`src/vpc_pkg.sv`:
```
// Package: row map, path setup field layout, reset values and enums
package vpc_pkg;
	localparam int ROW_W = 11;
	localparam logic [10:0] SFX_FIRST_ROW = 11'h000;
	localparam logic [10:0] SFX_LAST_ROW = 11'h00F;
	localparam logic [10:0] VOICE_FIRST_ROW = 11'h010;
	localparam logic [10:0] TOP_ROW_SMALL = 11'h0FF;
	localparam logic [10:0] TOP_ROW_LARGE = 11'h78F;
	localparam int CFG_W = 12;
	localparam logic [11:0] PATH_SETUP_RESET = 12'h440;
	localparam int VOL_LSB = 0;
	localparam int MON_BIT = 3;
	localparam int MIX_BIT = 4;
	localparam int EDIT_DIS_BIT = 5;
	localparam int SER_PT_BIT = 6;
	localparam int OUT_SEL_BIT = 7;
	localparam int SPK_DIS_BIT = 8;
	localparam int OUT_OFF_BIT = 9;
	// Serial frame: 8-bit opcode then 16-bit data, MSB first
	localparam int FRAME_BITS = 24;
	localparam logic [7:0] CMD_POWER_UP = 8'h01;
	localparam logic [7:0] CMD_STOP = 8'h02;
	localparam logic [7:0] CMD_RESET = 8'h03;
	localparam logic [7:0] CMD_POWER_DOWN = 8'h07;
	localparam logic [7:0] CMD_PLAY = 8'h40;
	localparam logic [7:0] CMD_REC = 8'h41;
	localparam logic [7:0] CMD_ERASE = 8'h42;
	localparam logic [7:0] CMD_FWD = 8'h48;
	localparam logic [7:0] CMD_RD_SETUP = 8'h44;
	localparam logic [7:0] CMD_WR_SETUP = 8'h45;
	localparam logic [7:0] CMD_STORE_SETUP = 8'h65;
	localparam logic [7:0] CMD_SET_PLAY = 8'h80;
	localparam logic [7:0] CMD_SET_REC = 8'h81;
	localparam logic [7:0] CMD_SET_ERASE = 8'h82;
	typedef enum logic [2:0] {OP_IDLE, OP_REC, OP_PLAY, OP_ERASE, OP_FWD}
		vpc_op_t;
	typedef enum logic [2:0] {SRC_NONE, SRC_AUX, SRC_MIC, SRC_MIC_AUX}
		vpc_src_t;
	// Row range check shared by both control paths
	function automatic logic vpc_row_ok(input logic [10:0] row,
		input logic [10:0] top);
		vpc_row_ok = (row <= top);
	endfunction
endpackage

```
`src/vpc_sync.sv`:
```
// Two-flop synchroniser for pin inputs
`timescale 1ns/10ps
module vpc_sync
	#(parameter int W = 1)
	(
	input wire logic core_clk,
	input wire logic rst_n,
	input wire logic [W-1:0] d,
	output logic [W-1:0] q
	);
	logic [W-1:0] meta_reg;
	logic [W-1:0] q_reg;
	// First stage feeds only the second
	always_ff @(posedge core_clk or negedge rst_n)
	begin
		if (!rst_n)
		begin
			meta_reg <= '0;
			q_reg <= '0;
		end
		else
		begin
			meta_reg <= d;
			q_reg <= meta_reg;
		end
	end
	assign q = q_reg;
endmodule

```
`src/vpc_serial.sv`:
```
// Serial frame receiver/shifter on sampled link clock edges
`timescale 1ns/10ps
module vpc_serial
	import vpc_pkg::*;
	(
	input wire logic core_clk,
	input wire logic rst_n,
	input wire logic sel_n_s,
	input wire logic sclk_s,
	input wire logic mosi_s,
	input wire logic [15:0] reply,
	output logic miso,
	output logic frame_done,
	output logic [7:0] opcode,
	output logic [15:0] data
	);
	logic sclk_d_reg;
	logic [23:0] sh_reg, sh_next;
	logic [15:0] out_reg, out_next;
	logic [4:0] cnt_reg, cnt_next;
	logic [7:0] op_reg, op_next;
	logic [15:0] dat_reg, dat_next;
	logic done_reg, done_next;
	logic rise, fall;
	assign rise = sclk_s & ~sclk_d_reg;
	assign fall = ~sclk_s & sclk_d_reg;
	// Shift on rising edges, present reply on falling; frame ends on deselect
	always_comb
	begin
		sh_next = sh_reg;
		out_next = out_reg;
		cnt_next = cnt_reg;
		op_next = op_reg;
		dat_next = dat_reg;
		done_next = 1'b0;
		if (sel_n_s)
		begin
			// Short frames are dropped, not executed
			if (cnt_reg == 5'(FRAME_BITS))
			begin
				op_next = sh_reg[23:16];
				dat_next = sh_reg[15:0];
				done_next = 1'b1;
			end
			cnt_next = '0;
			out_next = reply;
		end
		else
		begin
			if (rise && cnt_reg != 5'(FRAME_BITS))
			begin
				sh_next = {sh_reg[22:0], mosi_s};
				cnt_next = cnt_reg + 5'd1;
			end
			if (fall && cnt_reg >= 5'd8)
				out_next = {out_reg[14:0], 1'b0};
		end
	end
	always_ff @(posedge core_clk or negedge rst_n)
	begin
		if (!rst_n)
		begin
			sclk_d_reg <= 1'b0;
			sh_reg <= '0;
			out_reg <= '0;
			cnt_reg <= '0;
			op_reg <= '0;
			dat_reg <= '0;
			done_reg <= 1'b0;
		end
		else
		begin
			sclk_d_reg <= sclk_s;
			sh_reg <= sh_next;
			out_reg <= out_next;
			cnt_reg <= cnt_next;
			op_reg <= op_next;
			dat_reg <= dat_next;
			done_reg <= done_next;
		end
	end
	assign miso = out_reg[15];
	assign frame_done = done_reg;
	assign opcode = op_reg;
	assign data = dat_reg;
endmodule

```
`src/vpc_top.sv`:
```
// Voice path setup register, row map checks and mode control
`timescale 1ns/10ps
module vpc_top
	import vpc_pkg::*;
	(
	input wire logic core_clk,
	input wire logic rst_n,
	input wire logic [10:0] top_row,
	input wire logic sel_n,
	input wire logic sclk,
	input wire logic mosi,
	output logic miso,
	output logic miso_oe,
	input wire logic rec_key_n,
	input wire logic play_key_n,
	input wire logic erase_key_n,
	input wire logic skip_key_n,
	input wire logic reset_key_n,
	input wire logic passthrough_ctrl_n,
	output logic serial_mode,
	output logic [2:0] active_op,
	output logic [10:0] op_row,
	output logic op_row_bad,
	output logic [2:0] record_source,
	output logic monitor_on,
	output logic passthrough_on,
	output logic [2:0] loudness,
	output logic effect_edit_disable,
	output logic aux_out_sel,
	output logic speaker_off,
	output logic out_driver_off,
	output logic [11:0] stored_default_bits
	);
	logic [10:0] sync_in, sync_out;
	logic sel_n_s, sclk_s, mosi_s;
	logic rec_s, play_s, erase_s, skip_s, rst_key_s, pt_pin_s;
	logic frame_done;
	logic [7:0] opcode;
	logic [15:0] cmd_data;
	logic [15:0] reply;
	logic [11:0] analog_path_setup_reg, analog_path_setup_next;
	logic [11:0] stored_reg, stored_next;
	logic serial_reg, serial_next;
	vpc_op_t op_reg, op_next;
	logic [10:0] row_reg, row_next;
	logic [10:0] sa_row_reg, sa_row_next;
	logic key_prev_reg;
	logic keys_any;
	logic passthrough;
	vpc_src_t src;
	// Registered path outputs and their next values
	vpc_src_t src_out_reg, src_out_next;
	logic mon_reg, mon_next;
	logic pt_on_reg, pt_on_next;
	logic bad_reg, bad_next;
	logic [10:0] slot_inc;

	// Every pin goes through two flops before use. Active-low pins are
	// inverted first, so the cleared flops read as idle pins: no false
	// select, key press or passthrough in the cycles after reset.
	assign sync_in = {~sel_n, sclk, mosi, ~rec_key_n, ~play_key_n,
		~erase_key_n, ~skip_key_n, ~reset_key_n, ~passthrough_ctrl_n,
		2'b00};
	vpc_sync #(.W(11)) u_sync
	(
		.core_clk(core_clk),
		.rst_n(rst_n),
		.d(sync_in),
		.q(sync_out)
	);
	assign sel_n_s = ~sync_out[10];
	assign sclk_s = sync_out[9];
	assign mosi_s = sync_out[8];
	assign rec_s = sync_out[7];
	assign play_s = sync_out[6];
	assign erase_s = sync_out[5];
	assign skip_s = sync_out[4];
	assign rst_key_s = sync_out[3];
	assign pt_pin_s = sync_out[2];

	// Readback reply: path setup content, in the low twelve bits
	assign reply = {4'h0, analog_path_setup_reg};
	vpc_serial u_serial
	(
		.core_clk(core_clk),
		.rst_n(rst_n),
		.sel_n_s(sel_n_s),
		.sclk_s(sclk_s),
		.mosi_s(mosi_s),
		.reply(reply),
		.miso(miso),
		.frame_done(frame_done),
		.opcode(opcode),
		.data(cmd_data)
	);
	// Drive the data-out pin only while selected
	assign miso_oe = ~sel_n_s;

	assign keys_any = rec_s | play_s | erase_s | skip_s;
	// Candidate next slot, checked against the capacity top row; the
	// wrap keeps standalone messages out of the effect rows
	assign slot_inc = sa_row_reg + 11'd1;

	// Command and key decode; a key starts only after the last ends, a command replaces any op at once
	always_comb
	begin
		analog_path_setup_next = analog_path_setup_reg;
		stored_next = stored_reg;
		serial_next = serial_reg;
		op_next = op_reg;
		row_next = row_reg;
		sa_row_next = sa_row_reg;
		if (frame_done)
		begin
			case (opcode)
				CMD_POWER_UP: serial_next = 1'b1;
				CMD_POWER_DOWN:
				begin
					serial_next = 1'b0;
					op_next = OP_IDLE;
				end
				CMD_STOP: op_next = OP_IDLE;
				CMD_RESET:
				begin
					analog_path_setup_next = stored_reg;
					op_next = OP_IDLE;
				end
				// Only affects paths, never the stored copy
				CMD_WR_SETUP:
					analog_path_setup_next = cmd_data[11:0];
				CMD_STORE_SETUP:
					stored_next = analog_path_setup_reg;
				CMD_RD_SETUP: op_next = op_reg;
				CMD_PLAY: if (serial_reg) op_next = OP_PLAY;
				CMD_REC: if (serial_reg) op_next = OP_REC;
				CMD_ERASE: if (serial_reg) op_next = OP_ERASE;
				CMD_FWD: if (serial_reg) op_next = OP_FWD;
				CMD_SET_PLAY, CMD_SET_REC, CMD_SET_ERASE:
				begin
					// Direct eleven-bit row access, any row in range
					if (serial_reg)
					begin
						row_next = cmd_data[10:0];
						if (opcode == CMD_SET_PLAY)
							op_next = OP_PLAY;
						else if (opcode == CMD_SET_REC)
							op_next = OP_REC;
						else
							op_next = OP_ERASE;
					end
				end
				default: op_next = op_reg;
			endcase
		end
		else if (!serial_reg)
		begin
			// Standalone: keys pick the op, device manages rows itself
			if (rst_key_s)
			begin
				analog_path_setup_next = stored_reg;
				sa_row_next = VOICE_FIRST_ROW;
				op_next = OP_IDLE;
			end
			else if (!keys_any)
				op_next = OP_IDLE;
			else if (!key_prev_reg)
			begin
				if (rec_s)
					op_next = OP_REC;
				else if (play_s)
					op_next = OP_PLAY;
				else if (erase_s)
					op_next = OP_ERASE;
				else
					op_next = OP_FWD;
				row_next = sa_row_reg;
				// Next message slot wraps to voice start past top row
				if (vpc_row_ok(slot_inc, top_row))
					sa_row_next = slot_inc;
				else
					sa_row_next = VOICE_FIRST_ROW;
			end
		end
	end

	// Stored bits reset to factory value; model of the nonvolatile copy
	always_ff @(posedge core_clk or negedge rst_n)
	begin
		if (!rst_n)
		begin
			analog_path_setup_reg <= PATH_SETUP_RESET;
			stored_reg <= PATH_SETUP_RESET;
			serial_reg <= 1'b0;
			op_reg <= OP_IDLE;
			row_reg <= VOICE_FIRST_ROW;
			sa_row_reg <= VOICE_FIRST_ROW;
			key_prev_reg <= 1'b0;
		end
		else
		begin
			analog_path_setup_reg <= analog_path_setup_next;
			stored_reg <= stored_next;
			serial_reg <= serial_next;
			op_reg <= op_next;
			row_reg <= row_next;
			sa_row_reg <= sa_row_next;
			key_prev_reg <= keys_any;
		end
	end

	// Passthrough control: setup bit in serial mode, pin otherwise (0 = on).
	// Built from next values so the registered path outputs below change
	// on the same edge as active_op, never a cycle behind it.
	assign passthrough = serial_next ?
		~analog_path_setup_next[SER_PT_BIT] : pt_pin_s;

	// Source from mix bit and the raw control level, where low means on
	always_comb
	begin
		case ({analog_path_setup_next[MIX_BIT], ~passthrough})
			2'b00: src = SRC_AUX;
			2'b11: src = SRC_MIC;
			2'b10: src = SRC_MIC_AUX;
			2'b01: src = SRC_MIC;
			default: src = SRC_NONE;
		endcase
	end

	// Path outputs for the operation that starts on the coming edge
	always_comb
	begin
		src_out_next = SRC_NONE;
		mon_next = 1'b0;
		if (op_next == OP_REC)
		begin
			src_out_next = src;
			mon_next = analog_path_setup_next[MON_BIT];
		end
		pt_on_next = passthrough & (op_next != OP_PLAY);
		// Effect rows are legal targets too; only past-top is flagged
		bad_next = ~vpc_row_ok(row_next, top_row);
	end

	// Data outputs come from flops; a few extra flops buy glitch-free
	// levels for the analog switches that these outputs steer
	always_ff @(posedge core_clk or negedge rst_n)
	begin
		if (!rst_n)
		begin
			src_out_reg <= SRC_NONE;
			mon_reg <= 1'b0;
			pt_on_reg <= 1'b0;
			bad_reg <= 1'b0;
		end
		else
		begin
			src_out_reg <= src_out_next;
			mon_reg <= mon_next;
			pt_on_reg <= pt_on_next;
			bad_reg <= bad_next;
		end
	end

	assign serial_mode = serial_reg;
	assign active_op = op_reg;
	assign op_row = row_reg;
	assign op_row_bad = bad_reg;
	assign record_source = src_out_reg;
	assign monitor_on = mon_reg;
	assign passthrough_on = pt_on_reg;
	assign loudness = analog_path_setup_reg[VOL_LSB +: 3];
	assign effect_edit_disable = analog_path_setup_reg[EDIT_DIS_BIT];
	assign aux_out_sel = analog_path_setup_reg[OUT_SEL_BIT];
	assign speaker_off = analog_path_setup_reg[SPK_DIS_BIT];
	assign out_driver_off = analog_path_setup_reg[OUT_OFF_BIT];
	assign stored_default_bits = stored_reg;
endmodule

```
`config.mk`:
```
export PLATFORM = sky130hd
export DESIGN_NAME = vpc_top
export DESIGN_NICKNAME = d
export VERILOG_FILES = /design/src/vpc_pkg.sv /design/src/vpc_sync.sv /design/src/vpc_serial.sv /design/src/vpc_top.sv
export SDC_FILE = /design/constraint.sdc
export NUM_CORES = 1
export LEC_CHECK = 0
export ABC_AREA = 1
export BUFFER_PORTS_ARGS = -buffer_cell sky130_fd_sc_hd__clkbuf_2
export CAP_MARGIN = 20
export CORE_MARGIN = 1.5
export CORE_UTILIZATION = 55
export DETAILED_ROUTE_END_ITERATION = 10
export GPL_TIMING_DRIVEN = 0
export PLACE_DENSITY = 0.75
export SYNTH_ARGS = -nofsm -noshare
export SYNTH_HDL_FRONTEND = slang
export SYNTH_SLANG_ARGS = --single-unit
```
`constraint.sdc`:
```
create_clock -name core_clk -period 6 [get_ports core_clk]
set_clock_uncertainty 0.05 [all_clocks]
set_input_delay 1.5 -clock core_clk [delete_from_list [all_inputs] [get_ports core_clk]]
set_output_delay 1.5 -clock core_clk [all_outputs]
set_load 0.02 [all_outputs]
```
==> results of run 1 <==
metrics by stage:
stage                     instance area [µm²]  std cells  power, µW  setup slack (ps)  hold slack, ps
final                                    8120       1038       2473              2539           297.1
after floorplan                          6933        775       1280              3117           281.2
after global placement                   7453       1005       1363              1173           281.4
after global routing                     8120       1038       2577              2230           307.0
after detailed placement                 7490       1006       1385              2601           284.7
after CTS                                8120       1038       2486              2544           298.1
cells in the final DEF, fill, tap and decap left out, drive strengths merged, types with 11 or more instances in the layout:
cell type / count
clkbuf: 96
nor2: 55
buf: 19
a21oi: 30
a211oi: 11
nand3: 38
inv: 110
ha: 25
nand2: 170
mux2: 20
o21ai: 74
dfrtp: 135
o211ai: 12
metal layers:
metal / vias to the layer above / part of all wire / wire, µm
li1: 2728 / - / -
met1: 2768 / 0.44 / 7028
met2: 159 / 0.49 / 7815
met3: 24 / 0.054 / 867
met4: 0 / 0.019 / 303
met5: - / 0 / 0
layout make-up:
type	count	area, µm²
well taps	168	210.2
plain buffers	29	146.4
multi-input cells	495	2838
flip-flops and latches	141	3536
clock buffers	23	498.0
repair buffers	63	346.6
inverters	110	412.9
fillers	990	4041
clock inverters	9	132.6
worst max-delay path by stage:
stage                  startpoint            endpoint  slack [ps]
finish              sa_row_reg[0]      sa_row_reg[10]        2540
global route        sa_row_reg[0]      sa_row_reg[10]        2230
CTS                 sa_row_reg[0]      sa_row_reg[10]        2540
detailed placement  sa_row_reg[0]      sa_row_reg[10]        2600
global placement            rst_n  u_sync.meta_reg[7]        1170
floorplan              top_row[6]      sa_row_reg[10]        3120
logic make-up (layout without fill, tap and decap cells):
family	Yosys count	in the layout	synth area share
AND/OR/NAND/NOR	284	284	0.1857
flip-flops	141	141	0.5100
buffers and inverters	139	234	0.08067
other	1	1	0.0005409
AO/OA/AOI/OAI	158	158	0.1366
multiplexers	20	20	0.03248
adder cells (fa/ha/maj)	25	25	0.04512
XOR/XNOR	7	7	0.008843
power by group:
group | internal [µW] | switching, µW | leakage (µW) | total, µW
sequential | 1040 | 62.2 | 0.00182 | 1110
combinational | 107 | 158 | 0.00188 | 266
clock | 709 | 393 | 0.000305 | 1100
total | 1860 | 614 | 0.00401 | 2470
==> impl_metrics.csv, run 1 <==
group,metric,value,unit
finish,diodes_inserted,0,
placement,placement.io_buffers,62,
floorplan,initial_utilization,0.5701,
logic_synthesis,share_of_flip_flops_with_an_asynchronous_set_or_reset_after_synthesis,1.000,
worst_setup_path,path_delay_family,"simple AND/OR/NAND/NOR gates",
grt,grt_pass1_wl,26.77,mm
finish,fin_util,0.6677,
grt,globalRouteMet2Util,0.4337,
grt,global_route.usage.met1,0.3399,
outcome,outcome,"completed",
logic_synthesis,ys_top_cells_by_count,"155 x nand2_1, 135 x dfrtp_1, 97 x inv_1, 70 x o21ai_0, 43 x nor2_1",
placement,gp_congestion,0.9256,
worst_setup_path,path_max_fanout,8,
grt,track_usage,0.2626,
worst_setup_path,critPathKind,"register to register",
floorplan,design.core.area,12160,µm²
finish,largest_register_ffs,24,
timing,report.final.hold_viol_count,0,
drt,drt_first_pass_iters,6,
min_path,hold_path_depth,0,
timing,timing.max_slew.rel_slack,0.5965,
cts,clock_net_sink_count,141,
floorplan,ios,64,
worst_setup_path,regToRegStartpoint,"sa_row_reg[0]",
drt,wl_per_cell,15.43,µm
worst_setup_path,worst_r2r_endpoint,"sa_row_reg[10]",
logic_synthesis,synth_top_area_cell,"dfrtp_1",
logic_synthesis,cell_area_after_synthesis,6933,µm²
timing,worst_pin_slew,605.2,ps
drt,drtAntennaViolNets,0,
logic_synthesis,netlist_top_cells_area,"dfrtp_1 49%, nand2_1 8.4%, inv_1 5.3%, o21ai_0 5.1%, ha_1 4.5%",
worst_setup_path,critical_path_sink_type,"register",
logic_synthesis,synth.most_common_cell,"nand2_1",
logic_synthesis,post-synth-top-area-fraction,0.4873,
grt,first_global_vias,5479,
floorplan,die_area,13290,µm²
cts,postCtsHoldBufs,0,
logic_synthesis,synth-edff-count,0,
placement,place_hpwl,11.68,mm
finish,syn2layout_area_growth,17.13,%
grt,pin_count_of_the_biggest_net_entering_global_routing,94,
min_path,origin_of_the_worst_min_delay_path,"u_sync.meta_reg[8]",
worst_setup_path,worstPathRequired,6290,ps
grt,grt_antenna_before_repair,0,
pwr,power_leakage,0.004009,µW
worst_setup_path,cp-start-kind,"register",
cts,cts_root_buf,"clkbuf_16",
cts,cts_setup_buffers,0,
floorplan,chipWidth,115.3,µm
logic_synthesis,dominant_register_cell_in_the_synthesized_netlist,"dfrtp_1",
grt,grt.met3_usage,0.05904,
drt,drt_wl_total,16.01,mm
cts,cts_max_path_buffers,2,
run,maxCapViolCount,0,
timing,final_critical_path_share_of_the_clock_period,0.5768,
worst_setup_path,highest_cell_delay_on_the_worst_timing_path,600,ps
min_path,hold_class,"register to register",
worst_setup_path,reg2reg_slack,2540,ps
worst_setup_path,cp_num_cells,12,
floorplan,std_cell_rows,40,
drt,drcViolationCount,0,
timing,tns,0,ps
timing,timing_max_transition_violations_final,0,
pwr,power.density_cell_area,304.6,nW/µm²
worst_setup_path,cp_cell_instances,"ha_1, nand2_1, nor4_2, nand3_1, nor3_1, xor2_1, inv_1, ha_1, nand4_1, o32ai_2, nand2_1, o22ai_1",
finish,num-nets-final,904,
cts,cts.reportedPaths.clkPinSlew,60,ps
cts,cts_made_buffers,17,
logic_synthesis,yosysWarnings,0,
worst_setup_path,reg2reg_depth,12,
drt,detailedRoute.firstIterationViolations,512,
timing,final.min_clock_period,3461,ps
cts,ctsResizeCount,0,
timing,report.final.setup_viol,0,
cts,tritoncts,"yes",
drt,route.vias.total,5679,
worst_setup_path,crit_slowest_cell,"o32ai_2",
logic_synthesis,synth.avg_cell_area,8.946,µm²
grt,busiest_layer,"met2",
logic_synthesis,synthCells,775,
finish,final_layout_size_suffix_gt1_frac,0.2080,
grt,global_route.overflow_total,0,
worst_setup_path,bufs_and_invs_on_worst_path,1,
floorplan,chipHeight,115.3,µm
cts,ctsHtreeMaxLevel,4,
pwr,max-vdd-ir-drop,0.2048,mV
cts,clock_latency,420,ps
worst_setup_path,critical_path_arrival,3750,ps
timing,max_freq,288.9,MHz
min_path,hold_path_end,"u_sync.q[8]",
logic_synthesis,synth_sequential_area_ratio,0.5100,
logic_synthesis,postSynthNetCount,822,
timing,setup_repair_after_global_routing_missed_its_margin,"false",
logic_synthesis,synth-seq-cells,141,
logic_synthesis,synthDistinctLibCells,47,
drt,vias_per_std_cell,5.471,
No activity file was read; power rests on OpenSTA's default activity.
==> inputs of run 2 (changes only) <==
- clock period: 6 -> 3.3 ns (I/O delays scaled with it)
==> impl_metrics.csv, run 2 (same netlist as run 1, synthesis figures left out) <==
group,metric,value,unit
finish,sequential_cell_area,3537,µm²
cts,cts_made_buffers,17,
timing,max_freq,321.8,MHz
finish,mostFrequentLayoutCells,"154 x nand2_1, 134 x dfrtp_1, 97 x inv_1, 70 x o21ai_0, 61 x clkbuf_2",
timing,final_critical_path_share_of_the_clock_period,0.9417,
drt,drt_first_pass_iters,5,
cts,cts_max_path_buffers,2,
finish,diodes_inserted,0,
pwr,max-vdd-ir-drop,0.3720,mV
worst_setup_path,crit_slowest_cell,"dfrtp_2",
finish,num-nets-final,906,
cts,cts.reportedPaths.clkPinSlew,60,ps
timing,setup_repair_after_global_routing_missed_its_margin,"false",
cts,clock_latency,430,ps
cts,postCtsHoldBufs,0,
floorplan,chipHeight,115.3,µm
floorplan,chipWidth,115.3,µm
finish,post_layout_nonfiller_instances,1040,
pwr,power_leakage,0.004018,µW
timing,final.min_clock_period,3108,ps
grt,first_global_vias,5479,
cts,cts_root_buf,"clkbuf_16",
worst_setup_path,path_max_fanout,8,
pwr,power.density_cell_area,552.2,nW/µm²
worst_setup_path,critPathMostFrequentCell,"ha_1",
drt,route.vias.total,5694,
worst_setup_path,critical_path_sink_type,"register",
drt,wl_per_cell,15.61,µm
timing,timing_max_transition_violations_final,0,
timing,report.final.hold_viol_count,0,
min_path,hold_class,"primary input to async pin",
grt,track_usage,0.2627,
worst_setup_path,cp-start-kind,"register",
grt,global_route.overflow_total,0,
finish,largest_register_ffs,24,
drt,vias_per_std_cell,5.475,
grt,pin_count_of_the_biggest_net_entering_global_routing,94,
worst_setup_path,path_delay_family,"simple AND/OR/NAND/NOR gates",
cts,tritoncts,"yes",
worst_setup_path,regToRegStartpoint,"sa_row_reg[0]",
floorplan,design.core.area,12160,µm²
placement,place_ws,-99.08,ps
finish,final_layout_size_suffix_gt1_frac,0.2122,
floorplan,die_area,13290,µm²
finish,layout.cells.most_common,"nand2_1",
placement,place_hpwl,11.68,mm
worst_setup_path,critical_path_arrival,3400,ps
drt,drcViolationCount,0,
floorplan,initial_utilization,0.5701,
timing,worst_hold_slack,286.7,ps
worst_setup_path,highest_cell_delay_on_the_worst_timing_path,460,ps
cts,ctsHtreeMaxLevel,4,
run,maxCapViolCount,0,
grt,grt_pass1_wl,26.80,mm
finish,multi_input_area,2860,µm²
finish,fill_cells,980,
timing,worst_pin_slew,538.4,ps
placement,gp_congestion,0.9256,
floorplan,ios,64,
worst_setup_path,setup.worst_path.start,"sa_row_reg[0]",
placement,placed_cells_incl_taps,1006,
outcome,outcome,"completed",
placement,place_area,7490,µm²
timing,report.final.setup_viol,0,
drt,drtAntennaViolNets,0,
cts,clock_net_sink_count,141,
placement,placement.io_buffers,62,
worst_setup_path,worstPathRequired,3590,ps
worst_setup_path,bufs_and_invs_on_worst_path,1,
grt,grt_antenna_before_repair,0,
finish,finish.instance_area,8159,µm²
drt,drt_wl_total,16.23,mm
worst_setup_path,cp_cell_instances,"ha_1, nand2_1, nor4_4, nand3_1, nor3_1, xor2_1, inv_1, ha_1, nand4_1, o32ai_4, nand2_2, o21ai_1",
drt,detailedRoute.firstIterationViolations,563,
timing,timing.max_slew.rel_slack,0.6387,
timing,finalWorstSetupSlack,192.4,ps
finish,syn2layout_area_growth,17.69,%
floorplan,std_cell_rows,40,
worst_setup_path,critPathKind,"register to register",
[run 2: cell count changes in the layout (fill, tap and decap cells not counted)]
cell | before | now
nand2_2 | 13 | 14
o32ai_2 | 1 | 0
o32ai_4 | 0 | 1
dfrtp_2 | 0 | 1
nor4_2 | 1 | 0
nor4_4 | 0 | 1
buf_4 | 7 | 9
nand2_1 | 155 | 154
dfrtp_1 | 135 | 134
[run 2: repair_timing]
item	in CTS	in global routing
resized for setup	1	3
pin swaps	1	1
buffers inserted	0	2
cloned	0	0
setup endpoints to repair	4	10
[run 2: routing by layer]
| metal | global-route usage | part of all wire | up-vias |
|---|---|---|---|
| li1 | - | - | 2733 |
| met1 | 0.3406 | 0.44 | 2769 |
| met2 | 0.4349 | 0.49 | 167 |
| met3 | 0.05799 | 0.049 | 25 |
| met4 | 0.09877 | 0.019 | 0 |
| met5 | 0 | 0 | - |
[run 2: cell type report]
class | count | share of cell area
sequential | 141 | 0.4335
multi-input combinational | 495 | 0.3506
clock buffer | 23 | 0.06103
inverter | 110 | 0.05061
timing repair buffer | 65 | 0.04432
tap | 168 | 0.02576
buffer | 29 | 0.01794
clock inverter | 9 | 0.01626
[run 2: path summary, 6_finish.rpt]
kind	slack (ps)	endpoint	depth (start not counted)
worst max-delay path	190	sa_row_reg[0]	12
worst min-delay path	290	u_serial.out_reg[4]	1
worst max register to register	190	sa_row_reg[0]	12
worst min register to register	300	u_sync.q[8]	0
max in group asynchronous	2120	stored_default_bits[6]	2
min in group core_clk	300	u_sync.q[8]	0
[run 2: power by group]
group	switching, µW	leakage (µW)	total, µW	internal [µW]
clock	719	0.000305	2010	1290
sequential	113	0.00182	2010	1900
combinational	292	0.00190	488	196
total	1120	0.00402	4510	3380
[run 2: worst register-to-register path: stages (launching register included)]
cell	delay (ps)
dfrtp_2	460
ha_1	220
nand2_1	120
nor4_4	220
nand3_1	180
nor3_1	220
xor2_1	210
inv_1	70
ha_1	310
nand4_1	180
o32ai_4	430
nand2_2	180
o21ai_1	190
[run 2: metrics by stage]
step	power [µW]	setup TNS (ps)	utilization
floorplan	2327	0	-
global route	4687	0	0.6709
detailed placement	2518	-304.6	0.6158
global placement	2479	-113560	0.6129
CTS	4521	0	0.6686
finish	4506	0	0.6709
